**config.mk**
```make
export PLATFORM = sky130hd
export DESIGN_NAME = ccw_core_ctrl
export DESIGN_NICKNAME = d
export VERILOG_FILES = /design/src/pkg/ccw_pkg.sv /design/src/rtl/ccw_clamp.sv /design/src/rtl/ccw_loop_track.sv /design/src/rtl/ccw_core_ctrl.sv
export SDC_FILE = /design/constraint.sdc
export NUM_CORES = 1
export LEC_CHECK = 0
export BUFFER_PORTS_ARGS = -buffer_cell sky130_fd_sc_hd__buf_2
export CELL_PAD_IN_SITES_DETAIL_PLACEMENT = 0
export CELL_PAD_IN_SITES_GLOBAL_PLACEMENT = 2
export CORE_MARGIN = 2
export CORE_UTILIZATION = 25
export DETAILED_ROUTE_END_ITERATION = 10
export GPL_ROUTABILITY_DRIVEN = 0
export PLACE_DENSITY_LB_ADDON = 0.1
export SETUP_SLACK_MARGIN = 0.3
export SYNTH_ARGS = -nofsm -noshare
export SYNTH_HDL_FRONTEND = slang
export SYNTH_HIERARCHICAL = 1
export SYNTH_SLANG_ARGS = --single-unit
```
**constraint.sdc**
```tcl
create_clock -name clk_i -period 5 [get_ports clk_i]
set_input_delay 0.5 -clock clk_i [delete_from_list [all_inputs] [get_ports clk_i]]
set_output_delay 0.5 -clock clk_i [all_outputs]
set_load 0.02 [all_outputs]
```
**src/pkg/ccw_pkg.sv**
```systemverilog
package ccw_pkg;
  // bus and register geometry
  localparam int CCW_DATA_W = 16;
  localparam int CCW_BE_W = 2;
  localparam int CCW_ADDR_W = 4;
  localparam logic [CCW_ADDR_W-1:0] CCW_CTRL_OFFSET = 4'h0;

  // control word: reset image and the bits that software may write
  localparam logic [CCW_DATA_W-1:0] CCW_CTRL_RESET = 16'h0020;
  localparam logic [CCW_DATA_W-1:0] CCW_CTRL_RW_MASK = 16'h10f7;
  localparam logic [2:0] CCW_UNUSED_READ = 3'h0;

  // field positions in the control word
  localparam int CCW_UNUSED_LSB = 13;
  localparam int CCW_BIT_SIGN = 12;
  localparam int CCW_BIT_EXIT = 11;
  localparam int CCW_LVL_LSB = 8;
  localparam int CCW_BIT_CLAMP_A = 7;
  localparam int CCW_BIT_CLAMP_B = 6;
  localparam int CCW_BIT_STORE = 5;
  localparam int CCW_BIT_CLAMP_MODE = 4;
  localparam int CCW_BIT_PRIO_TOP = 3;
  localparam int CCW_BIT_PROG_VIEW = 2;
  localparam int CCW_BIT_ROUND = 1;
  localparam int CCW_BIT_INT_MODE = 0;

  // loop depth and priority field widths
  localparam int CCW_LVL_W = 3;
  localparam int CCW_PRIO_LSB = 5;
  localparam int CCW_PRIO_W = 3;

  // accumulator arithmetic widths
  localparam int CCW_SUM_W = 41;
  localparam int CCW_ACC_W = 40;
  localparam int CCW_NARROW_W = 32;
  localparam int CCW_STORE_LSB = 16;
  localparam logic [CCW_ACC_W-1:0] CCW_ACC_NARROW_MAX = 40'h007fffffff;
  localparam logic [CCW_DATA_W-1:0] CCW_STORE_MIN = 16'h8000;

  // slave handshake states
  typedef enum logic {CCW_BUS_IDLE, CCW_BUS_ANSWER} ccw_bus_state_type;
endpackage

```
**src/rtl/ccw_clamp.sv**
```systemverilog
module ccw_clamp #(
  parameter int IN_W = 41,
  parameter int WIDE_W = 40,
  parameter int NARROW_W = 32,
  parameter int OUT_W = 40,
  parameter int OUT_LSB = 0
) (
  input wire logic clk_i,
  input wire logic nrst_i,
  input wire logic [IN_W-1:0] value_i,
  input wire logic enable_i,
  input wire logic wide_i,
  output logic [OUT_W-1:0] value_o
);
  import ccw_pkg::*;

  logic [IN_W-1:0] clamped;
  logic [OUT_W-1:0] out_next;
  logic [OUT_W-1:0] out_reg;

  // limit a signed value to the range of a w-bit signed number
  function automatic logic [IN_W-1:0] clamp_to(input logic [IN_W-1:0] v, input int w);
    logic [IN_W-1:0] lim;
    logic ovf;
    ovf = 1'b0;
    lim = '0;
    for (int i = 0; i < IN_W; i++) begin
      if (i >= w - 1 && v[i] != v[IN_W-1]) ovf = 1'b1;
      lim[i] = (i < w - 1) ? ~v[IN_W-1] : v[IN_W-1];
    end
    return ovf ? lim : v;
  endfunction

  // clamp only when enabled, otherwise the raw bits pass and wrap
  always_comb begin
    clamped = value_i;
    if (enable_i) begin
      clamped = wide_i ? clamp_to(value_i, WIDE_W) : clamp_to(value_i, NARROW_W);
    end
    out_next = clamped[OUT_LSB +: OUT_W];
  end

  always_ff @(posedge clk_i) begin
    if (!nrst_i) out_reg <= '0;
    else out_reg <= out_next;
  end

  assign value_o = out_reg;
endmodule

```
**src/rtl/ccw_loop_track.sv**
```systemverilog
module ccw_loop_track #(
  parameter int LVL_W = 3
) (
  input wire logic clk_i,
  input wire logic nrst_i,
  input wire logic start_i,
  input wire logic iter_end_i,
  input wire logic done_i,
  input wire logic exit_req_i,
  output logic [LVL_W-1:0] depth_o,
  output logic exit_o
);
  import ccw_pkg::*;

  logic [LVL_W-1:0] depth_reg;
  logic [LVL_W-1:0] depth_next;
  logic exit_reg;
  logic exit_next;
  logic inc;
  logic dec;

  // an early exit and a natural finish in one cycle retire one loop only
  always_comb begin
    exit_next = exit_req_i && iter_end_i && (depth_reg != '0);
    dec = exit_next || (done_i && (depth_reg != '0));
    inc = start_i && (depth_reg != '1); // depth saturates at all ones
    case ({inc, dec})
      2'b10: depth_next = depth_reg + LVL_W'(1);
      2'b01: depth_next = depth_reg - LVL_W'(1);
      default: depth_next = depth_reg;
    endcase
  end

  always_ff @(posedge clk_i) begin
    if (!nrst_i) begin
      depth_reg <= '0;
      exit_reg <= 1'b0;
    end else begin
      depth_reg <= depth_next;
      exit_reg <= exit_next;
    end
  end

  assign depth_o = depth_reg;
  assign exit_o = exit_reg;
endmodule

```
**src/rtl/ccw_core_ctrl.sv**
```systemverilog
// Function
// - writing one to the exit bit ends the running loop after this iteration
// - a read-only three-bit field reports how many nested loops are active
// - full cpu priority level is the top bit joined above status bits 7:5
// - accumulator A clamp enable bit; set clamps overflowing results, clear wraps
// - store clamp enable bit governs clamping of engine writes into data space
// - writable select bit switches the multiplier between integer and fractional
module ccw_core_ctrl (
  input wire logic clk_i,
  input wire logic nrst_i,
  input wire logic [ccw_pkg::CCW_ADDR_W-1:0] avs_address_i,
  input wire logic avs_read_i,
  input wire logic avs_write_i,
  input wire logic [ccw_pkg::CCW_DATA_W-1:0] avs_writedata_i,
  input wire logic [ccw_pkg::CCW_BE_W-1:0] avs_byteenable_i,
  output logic [ccw_pkg::CCW_DATA_W-1:0] avs_readdata_o,
  output logic avs_waitrequest_o,
  input wire logic loop_start_i,
  input wire logic iteration_end_i,
  input wire logic loop_done_i,
  output logic loop_exit_o,
  output logic [ccw_pkg::CCW_LVL_W-1:0] loop_nest_level_o,
  input wire logic priority_top_set_i,
  input wire logic [ccw_pkg::CCW_DATA_W-1:0] cpu_status_word_i,
  output logic [ccw_pkg::CCW_PRIO_W:0] cpu_priority_level_o,
  input wire logic [ccw_pkg::CCW_SUM_W-1:0] acc_a_sum_i,
  output logic [ccw_pkg::CCW_ACC_W-1:0] acc_a_o,
  input wire logic [ccw_pkg::CCW_SUM_W-1:0] acc_b_sum_i,
  output logic [ccw_pkg::CCW_ACC_W-1:0] acc_b_o,
  input wire logic [ccw_pkg::CCW_ACC_W-1:0] store_acc_i,
  output logic [ccw_pkg::CCW_DATA_W-1:0] store_word_o,
  output logic multiply_sign_select_o,
  output logic int_mode_select_o,
  output logic round_mode_select_o,
  output logic program_view_enable_o
);
  import ccw_pkg::*;

  ccw_bus_state_type state_reg;
  ccw_bus_state_type state_next;
  logic wait_reg;
  logic wait_next;
  logic [CCW_DATA_W-1:0] rdata_reg;
  logic [CCW_DATA_W-1:0] rdata_next;
  logic [CCW_DATA_W-1:0] ctrl_reg;
  logic [CCW_DATA_W-1:0] ctrl_next;
  logic exit_req_reg;
  logic exit_req_next;
  logic top_bit_reg;
  logic top_bit_next;
  logic [CCW_PRIO_W:0] prio_reg;
  logic [CCW_PRIO_W:0] prio_next;
  logic [CCW_DATA_W-1:0] read_word;
  logic [CCW_DATA_W-1:0] wmask;
  logic [CCW_LVL_W-1:0] depth;
  logic loop_exit;
  logic hit;
  logic wr_take;
  logic exit_cond;

  // single register at one word address; every other address is a hole
  assign hit = (avs_address_i == CCW_CTRL_OFFSET);
  assign wr_take = (state_reg == CCW_BUS_ANSWER) && avs_write_i && hit;

  // handshake: the request is seen at one edge and answered at the next
  always_comb begin
    state_next = state_reg;
    wait_next = 1'b1;
    rdata_next = rdata_reg;
    case (state_reg)
      CCW_BUS_IDLE: begin
        if (avs_read_i || avs_write_i) begin
          state_next = CCW_BUS_ANSWER;
          wait_next = 1'b0;
          rdata_next = hit ? read_word : '0; // holes read as zero
        end
      end
      CCW_BUS_ANSWER: begin
        state_next = CCW_BUS_IDLE;
      end
      default: begin
        state_next = CCW_BUS_IDLE;
      end
    endcase
  end

  always_ff @(posedge clk_i) begin
    if (!nrst_i) begin
      state_reg <= CCW_BUS_IDLE;
      wait_reg <= 1'b1;
      rdata_reg <= '0;
    end else begin
      state_reg <= state_next;
      wait_reg <= wait_next;
      rdata_reg <= rdata_next;
    end
  end

  // read image: stored bits, live depth, unused bits forced low
  always_comb begin
    read_word = ctrl_reg & CCW_CTRL_RW_MASK;
    read_word[CCW_UNUSED_LSB +: 3] = CCW_UNUSED_READ;
    read_word[CCW_BIT_EXIT] = exit_req_reg;
    read_word[CCW_LVL_LSB +: CCW_LVL_W] = depth;
    read_word[CCW_BIT_PRIO_TOP] = top_bit_reg;
  end

  // plain read/write bits follow the byte lanes; depth is never written
  always_comb begin
    wmask = {{8{avs_byteenable_i[1]}}, {8{avs_byteenable_i[0]}}} & CCW_CTRL_RW_MASK;
    ctrl_next = ctrl_reg;
    if (wr_take) begin
      ctrl_next = (ctrl_reg & ~wmask) | (avs_writedata_i & wmask);
    end
  end

  // exit request: a one from software wins over its own retirement
  always_comb begin
    exit_req_next = exit_req_reg;
    // retire on the exit edge itself so a back-to-back iteration end cannot end a second loop
    if (exit_cond || depth == '0) exit_req_next = 1'b0;
    if (wr_take && avs_byteenable_i[1] && avs_writedata_i[CCW_BIT_EXIT]) begin
      exit_req_next = 1'b1; // writing zero leaves it alone
    end
  end

  // top priority bit: hardware sets, software clears by writing zero
  always_comb begin
    top_bit_next = top_bit_reg;
    if (wr_take && avs_byteenable_i[0] && !avs_writedata_i[CCW_BIT_PRIO_TOP]) begin
      top_bit_next = 1'b0;
    end
    if (priority_top_set_i) top_bit_next = 1'b1; // set wins over a clear
    prio_next = {top_bit_reg, cpu_status_word_i[CCW_PRIO_LSB +: CCW_PRIO_W]};
  end

  always_ff @(posedge clk_i) begin
    if (!nrst_i) begin
      ctrl_reg <= CCW_CTRL_RESET & CCW_CTRL_RW_MASK;
      exit_req_reg <= 1'b0;
      top_bit_reg <= 1'b0;
      prio_reg <= '0;
    end else begin
      ctrl_reg <= ctrl_next;
      exit_req_reg <= exit_req_next;
      top_bit_reg <= top_bit_next;
      prio_reg <= prio_next;
    end
  end

  // nesting depth and early termination
  ccw_loop_track #(
    .LVL_W(CCW_LVL_W)
  ) u_loop (
    .clk_i(clk_i),
    .nrst_i(nrst_i),
    .start_i(loop_start_i),
    .iter_end_i(iteration_end_i),
    .done_i(loop_done_i),
    .exit_req_i(exit_req_reg),
    .depth_o(depth),
    .exit_o(loop_exit)
  );

  // accumulator A: super or normal range chosen by the clamp mode bit
  ccw_clamp #(
    .IN_W(CCW_SUM_W),
    .WIDE_W(CCW_ACC_W),
    .NARROW_W(CCW_NARROW_W),
    .OUT_W(CCW_ACC_W),
    .OUT_LSB(0)
  ) u_clamp_a (
    .clk_i(clk_i),
    .nrst_i(nrst_i),
    .value_i(acc_a_sum_i),
    .enable_i(ctrl_reg[CCW_BIT_CLAMP_A]),
    .wide_i(ctrl_reg[CCW_BIT_CLAMP_MODE]),
    .value_o(acc_a_o)
  );

  // accumulator B works the same way under its own enable
  ccw_clamp #(
    .IN_W(CCW_SUM_W),
    .WIDE_W(CCW_ACC_W),
    .NARROW_W(CCW_NARROW_W),
    .OUT_W(CCW_ACC_W),
    .OUT_LSB(0)
  ) u_clamp_b (
    .clk_i(clk_i),
    .nrst_i(nrst_i),
    .value_i(acc_b_sum_i),
    .enable_i(ctrl_reg[CCW_BIT_CLAMP_B]),
    .wide_i(ctrl_reg[CCW_BIT_CLAMP_MODE]),
    .value_o(acc_b_o)
  );

  // stored word is the upper half of the 1.31 value, so clamp to 32 bits first
  ccw_clamp #(
    .IN_W(CCW_ACC_W),
    .WIDE_W(CCW_NARROW_W),
    .NARROW_W(CCW_NARROW_W),
    .OUT_W(CCW_DATA_W),
    .OUT_LSB(CCW_STORE_LSB)
  ) u_clamp_store (
    .clk_i(clk_i),
    .nrst_i(nrst_i),
    .value_i(store_acc_i),
    .enable_i(ctrl_reg[CCW_BIT_STORE]),
    .wide_i(1'b0),
    .value_o(store_word_o)
  );

  // outputs, all taken from flops
  assign avs_readdata_o = rdata_reg;
  assign avs_waitrequest_o = wait_reg;
  assign loop_exit_o = loop_exit;
  assign loop_nest_level_o = depth;
  assign cpu_priority_level_o = prio_reg;
  assign multiply_sign_select_o = ctrl_reg[CCW_BIT_SIGN];
  assign int_mode_select_o = ctrl_reg[CCW_BIT_INT_MODE];
  assign round_mode_select_o = ctrl_reg[CCW_BIT_ROUND];
  assign program_view_enable_o = ctrl_reg[CCW_BIT_PROG_VIEW];

  assign exit_cond = exit_req_reg && iteration_end_i && (depth != '0);

  a_exit_after_iter: assert property (
    @(posedge clk_i) disable iff (!nrst_i)
    (exit_cond && !loop_start_i)
      |=> loop_exit_o && (loop_nest_level_o != $past(loop_nest_level_o))
  ) else $error("early exit missing after iteration end");

  a_exit_zero_write: assert property (
    @(posedge clk_i) disable iff (!nrst_i)
    (wr_take && avs_byteenable_i[1] && !avs_writedata_i[CCW_BIT_EXIT] && !exit_req_reg)
      |=> !exit_req_reg ##1 !loop_exit_o
  ) else $error("writing zero to exit bit had an effect");

  a_depth_readback: assert property (
    @(posedge clk_i) disable iff (!nrst_i)
    (avs_read_i && hit && !avs_waitrequest_o)
      |-> avs_readdata_o[CCW_LVL_LSB +: CCW_LVL_W] == $past(loop_nest_level_o)
  ) else $error("read depth differs from loop depth");

  a_depth_counts_up: assert property (
    @(posedge clk_i) disable iff (!nrst_i)
    (loop_start_i && !loop_done_i && !exit_cond && loop_nest_level_o != 3'h7)
      |=> loop_nest_level_o == $past(loop_nest_level_o) + 3'h1
  ) else $error("loop depth did not count a new loop");

  a_priority_top_join: assert property (
    @(posedge clk_i) disable iff (!nrst_i)
    priority_top_set_i |=> ##1 cpu_priority_level_o[CCW_PRIO_W]
  ) else $error("top priority bit not joined into level");

  a_acc_a_clamped: assert property (
    @(posedge clk_i) disable iff (!nrst_i)
    (ctrl_reg[CCW_BIT_CLAMP_A] && !ctrl_reg[CCW_BIT_CLAMP_MODE] && !acc_a_sum_i[CCW_ACC_W]
      && acc_a_sum_i[CCW_ACC_W-1:CCW_NARROW_W-1] != '0) |=> acc_a_o == CCW_ACC_NARROW_MAX
  ) else $error("accumulator A overflow not clamped");

  a_acc_a_wraps: assert property (
    @(posedge clk_i) disable iff (!nrst_i)
    (nrst_i && !ctrl_reg[CCW_BIT_CLAMP_A]) |=> acc_a_o == $past(acc_a_sum_i[CCW_ACC_W-1:0])
  ) else $error("accumulator A altered while clamp disabled");

  a_store_clamped: assert property (
    @(posedge clk_i) disable iff (!nrst_i)
    (nrst_i && ctrl_reg[CCW_BIT_STORE] && store_acc_i[CCW_ACC_W-1]
      && store_acc_i[CCW_ACC_W-1:CCW_NARROW_W-1] != '1) |=> store_word_o == CCW_STORE_MIN
  ) else $error("negative store overflow not clamped");

  a_int_mode_write: assert property (
    @(posedge clk_i) disable iff (!nrst_i)
    (wr_take && avs_byteenable_i[0])
      |=> int_mode_select_o == $past(avs_writedata_i[CCW_BIT_INT_MODE])
  ) else $error("multiplier mode bit not written");

  a_unused_read_zero: assert property (
    @(posedge clk_i) disable iff (!nrst_i)
    !avs_waitrequest_o |-> avs_readdata_o[CCW_UNUSED_LSB +: 3] == 3'h0
  ) else $error("unused bits did not read zero");

  a_depth_counts_down: assert property (
    @(posedge clk_i) disable iff (!nrst_i)
    (loop_done_i && !loop_start_i && loop_nest_level_o != 3'h0)
      |=> loop_nest_level_o == $past(loop_nest_level_o) - 3'h1
  ) else $error("loop depth did not count a finished loop");

  a_depth_held_full: assert property (
    @(posedge clk_i) disable iff (!nrst_i)
    (loop_start_i && !loop_done_i && !exit_cond && loop_nest_level_o == 3'h7)
      |=> loop_nest_level_o == 3'h7
  ) else $error("loop depth wrapped past seven");

  a_exit_request_done: assert property (
    @(posedge clk_i) disable iff (!nrst_i)
    (exit_cond && !wr_take) |=> !exit_req_reg
  ) else $error("exit request outlived the loop it ended");

  a_top_set_wins: assert property (
    @(posedge clk_i) disable iff (!nrst_i)
    (nrst_i && priority_top_set_i) |=> top_bit_reg
  ) else $error("top priority bit lost its hardware set");

  a_hole_read_zero: assert property (
    @(posedge clk_i) disable iff (!nrst_i)
    (avs_read_i && !hit && !avs_waitrequest_o) |-> avs_readdata_o == '0
  ) else $error("unmapped read returned data");

  a_store_wraps: assert property (
    @(posedge clk_i) disable iff (!nrst_i)
    (nrst_i && !ctrl_reg[CCW_BIT_STORE])
      |=> store_word_o == $past(store_acc_i[CCW_STORE_LSB +: CCW_DATA_W])
  ) else $error("stored word altered while clamp disabled");
endmodule

```
=== Yosys cells after proc, flatten, opt, wreduce, memory -nomap -nowiden ===
Index checks and enable logic that the tools add are counted.

* $add $sub $neg: 2
* Eq/ne operators: 29
* Mux-type cells: 52
* Bitwise operators: 9
* Reduce and logical (&&, ||, !) cells: 22

{| class="wikitable"
|+ Operators by type and width
! operator !! count
|-
| 40-bit two-way mux || 8
|-
| 32-bit two-way mux || 2
|-
| 1-bit two-way mux || 39
|-
| 1-bit != test || 26
|-
| 16-bit by 13-bit AND with 16-bit output || 1
|-
| 16-bit AND || 1
|-
| 13-bit inverter with 16-bit output || 1
|-
| 16-bit bitwise OR || 1
|-
| 13-bit two-way mux || 1
|-
| 1-bit logical AND || 10
|-
| 3-bit one-hot mux with 2 select lines || 1
|-
| 2-bit nonzero test || 3
|-
| 1-bit inverter || 5
|-
| 4-bit logical NOT || 1
|-
| 3-bit by 1-bit adder with 3-bit output (second input constant) || 1
|-
| 3-bit logical NOT || 1
|-
| 1-bit logical OR || 3
|-
| 3-bit != test (second input constant) || 1
|-
| 3-bit nonzero test || 1
|-
| 3-bit by 1-bit subtractor with 3-bit output (second input constant) || 1
|-
| 2-bit by 1-bit equality test with 1-bit output (second input constant) || 1
|-
| 2-bit equality test (second input constant) || 1
|-
| 1-bit one-hot mux with 2 select lines || 1
|-
| 2-bit AND reduction || 1
|-
| other kinds (2) || 2
|}

* Register bits: 140
* Bits of input ports: 168
* Logic and storage cells: 126

=== Logic depth before layout (Yosys ltp) ===
* Word-level depth: 14
* Mapped depth: 8

=== Hierarchy ===
The synthesis kept the hierarchy.

{| class="wikitable"
|+ Modules (own cells, without submodules)
! module !! times used !! cells each !! area each (sq um)
|-
| ccw_clamp at u_clamp_a ... || 2 || 148 || 1438.9
|-
| ccw_core_ctrl || 1 || 116 || 1067.3
|-
| ccw_clamp at u_clamp_store || 1 || 58 || 576.8
|-
| ccw_loop_track || 1 || 25 || 212.7
|}

=== Worst setup path before layout ===
No wires, ideal clock.

* Kind: reg2reg
* From: reg u_loop.depth_reg[0] (netlist: u_loop/depth_o[0])
* To: reg u_loop.depth_reg[2] (netlist: u_loop/depth_o[2])
* Library setup time: 0.070 ns
* Data arrival time: 1.881 ns
* Data required time: 4.930 ns
* Path slack: 3.049 ns
* Stages on the path, launching flop included: 9
* Buffers on the path: 0
* Clock period less this slack: 1.951 ns
* Cells stage by stage: dfxtp_1 > nor3_1 > nor2_1 > ha_1 > inv_1 > fa_1 > xor2_1 > or3_1 > a21boi_1

* Longest elaborated chain between the ends: 5

{| class="wikitable"
|+ RTL lines
! what !! line !! RTL
|-
| start: declaration || ccw_loop_track.sv:15 || <nowiki>logic [LVL_W-1:0] depth_reg;</nowiki>
|-
| start signal: assignment || ccw_loop_track.sv:39 || <nowiki>depth_reg <= depth_next;</nowiki>
|-
| 3-bit nonzero test || ccw_loop_track.sv:24, ccw_loop_track.sv:25 ||
|-
| 1-bit logical AND, on equally long branches || ccw_loop_track.sv:24, ccw_loop_track.sv:25 ||
|-
| 1-bit logical OR || ccw_loop_track.sv:25 || <nowiki>dec = exit_next || (done_i && (depth_reg != '0));</nowiki>
|-
| 2-bit by 1-bit equality test with 1-bit output / 2-bit equality test (equally long branches) || ccw_loop_track.sv:27 || <nowiki>case ({inc, dec})</nowiki>
|-
| 3-bit one-hot mux with 2 select lines / 2-bit nonzero test (equally long branches) || n/a ||
|}

Several ways; a longest one is shown, not always the timed one.
A chain may end at the register's enable or synchronous reset.

==> metrics.yaml <==
maxSlewHeadroom_pct: 32.19
numPortBuffers: 254
synth-seq-cells: 129
fin_crit_ns: 2.353
synth_async_sr_flop_share_pct: 0
ys.flop_type: "dfxtp_1"
crit_arrival_ns: 2.69
status: "completed"
cts_sinks: 129
tritoncts: "built"
path_class: "in2reg"
dp_hpwl_um: 10170
stdcell_area_um2: 6770
place_ws_ns: 2.134
grt_setup_unrepaired: "no"
start_kind: "primary input"
cp_top_family: "compound AO/OA/AOI/OAI gates"
cts_made_buffers: 17
wl_per_cell_um: 14.34
core_area_um2: 18640
cp-end-kind: "register"
peakVddDrop_v: 0.0002117
period_share_pct: 47.06
layout-drive-gt1-share_pct: 41.41
syn-instance-count: 495
cap_violations: 0
drt_iter0_drc: 156
overflow: 0
synthAdderAreaFrac_pct: 0.6871
synth_edf_count: 0
wirelength_um: 14160
layout_setup_ws_ns: 2.647
syn2layout_area_growth_pct: 43.00
rows: 50
cpPeakStageDelay_ns: 0.98
dr.pass1.iters: 4
grt_max_degree: 51
pwr-share-comb_pct: 12.0
clock.fmax_mhz: 425.0
clock_latency_ns: 0.40
clk_path_buf_depth: 2
drv_slew: 0
dpl-instance-area_um2: 6137
drc: 0
netlist_area_um2: 4735
die_height_um: 141.6
fin_setup_tns_ns: 0
num-fill-cells: 1948
p_leak_nw: 3.255
htreeDepth: 4
clkTransAtPathRegs_ns: 0.06
synth_xor_area_share_pct: 0.3700
netSwitchingFraction_pct: 24.32
power_density_nw_per_um2: 404.1
synth_top_family_by_area: "compound AO/OA/AOI/OAI gates"
grt_pass1_vias: 4186
cts-root-buf: "clkbuf_16"
die-area_um2: 20050
final_nets: 908
seqPwrFrac_pct: 40.6
cp_slowest_cell: "o41ai_4"
p_int_mw: 2.071
ioPinCount: 293
critPathMaxFanout: 50
power.total_mw: 2.736
min_path_type: "in2reg"
switching_power_mw: 0.6654
critical_path.cell_chain: "buf_2 > inv_1 > o41ai_4 > o21a_1"
grt_antenna_before_repair: 2
synth.area.mux_share_pct: 2.114
cp.required_ns: 5.34
yosys.area_share.simple_pct: 14.43
clock_power_share_pct: 47.4
via_count: 4332
ys_seq_area_share_pct: 54.55
ys_types: 49
post-route-util_pct: 36.32
grt_util_all_layers_pct: 13.80
synth-compound-area-share_pct: 21.59
yosysWarnings: 6
avgSynthCellArea_um2: 9.565
viasPerCell: 4.389
cts_setup_buffers: 0
antenna_left: 0
holdBufCountCts: 0
finClkSkew_ns: 0.009386
cts_resized: 0
critPathBufInv: 2
final-setup-viol-count: 0
hold_viol: 0
tightest_slew_ns: 1.014
grt_pass1_wl_um: 21510
die_w_um: 141.6
floorplan.initialDensity_pct: 25.40
[cell usage in the layout, fill, tap and decap left out, types with 3 or more instances in the layout]
cell type / n
a31o_2: 12
and3_1: 3
nand2b_1: 4
clkbuf_1: 3
clkbuf_16: 17
mux2i_1: 10
nor3_1: 6
and2_1: 7
o22ai_1: 16
o21a_1: 36
a21oi_1: 12
o21ai_0: 38
clkbuf_8: 5
inv_1: 27
nand2_1: 78
nand4_1: 5
o21ai_1: 11
conb_1: 3
buf_4: 3
nand3_1: 8
nor2_1: 15
buf_2: 254
dfxtp_1: 129
bufinv_16: 3
o31a_1: 4
nor2b_1: 5
[cells by family (layout without fill, tap and decap cells)]
kind of cell,after synthesis,after routing
muxes,10,10
buffers and inverters,62,316
adders and majority gates,2,2
and+or+nand+nor,143,143
DFF,129,129
AOI/OAI and AO/OA,146,146
xor gates and xnor gates,2,2
other,1,5
[area by class of cell]
| cell class | count | area, µm² | share of cell area [%] |
|---|---|---|---|
| diodes | 2 | 5.005 | 0.07392 |
| clock buffers | 25 | 505.5 | 7.466 |
| clock inverters | 7 | 122.6 | 1.811 |
| inverters | 27 | 101.3 | 1.497 |
| multi-input cells | 306 | 1867 | 27.57 |
| flip-flops and latches | 129 | 2582 | 38.14 |
| well taps | 234 | 292.8 | 4.325 |
| repair buffers | 257 | 1294 | 19.11 |
[power groups by stage]
stage | logic (mW) | registers [mW] | clock network [mW]
5_1_grt | 0.361 | 1.12 | 1.39
3_3_place_gp | 0.327 | 1.13 | 0
4_1_cts | 0.331 | 1.11 | 1.35
2_1_floorplan | 0.123 | 1.20 | 0
3_5_place_dp | 0.330 | 1.13 | 0
6_report | 0.328 | 1.11 | 1.30
[final timing paths]
check,startpoint,end,slack (ns),cells past startpoint
max,nrst_i,u_clamp_b/value_o[0]$_SDFF_PN0_,2.65,4
min,acc_b_sum_i[8],u_clamp_b/value_o[8]$_SDFF_PN0_,0.30,2
max reg2reg,register,u_clamp_b/value_o[0]$_SDFF_PN0_,2.90,4
min reg2reg,avs_readdata_o[3]$_SDFFE_PN0P_,avs_readdata_o[3]$_SDFFE_PN0P_,0.46,2
[cell usage after synthesis (all sizes together), types with 2 or more instances]
library cell    n  area (µm²)
a211oi          2       15.01
o21a           36       270.3
o31ai           2       15.01
nand3           8       40.04
a21boi          2       15.02
nor3            6       30.03
nand2b          4       25.02
o211a           2       20.02
and3            3       18.77
nand4           5       31.28
mux2i          10       100.1
a21oi          14       77.58
a31o           12       105.1
or3             2       12.51
o31a            4       35.03
nor4            5       58.80
and4            2       17.52
inv            27       101.4
o22ai          16       100.1
buf            17       120.1
dfxtp         129        2582
or4             2       18.77
nor2           15       56.30
clkbuf         18       71.31
and2            7       43.79
o41ai           2       55.05
nand2          79       299.0
nor2b           5       31.28
o21ai          50       254.0
[stage by stage]
stage,std cells,hold WS (ns)
after floorplan,497,0.4471
after global placement,953,0.4460
after detailed placement,953,0.4521
after CTS,985,0.2733
after global routing,987,0.2807
final,987,0.2987
[per-layer routing]
layer  share of wire (%)  GRT usage, %  vias to the layer above
met5                   0             0                        -
met3                 6.8         4.387                       14
met4                 1.7         6.316                        0
li1                    -             -                     2187
met1                  44         16.93                     1975
met2                  48         22.15                      156
Note: power is estimated with default switching activity, not from simulation.
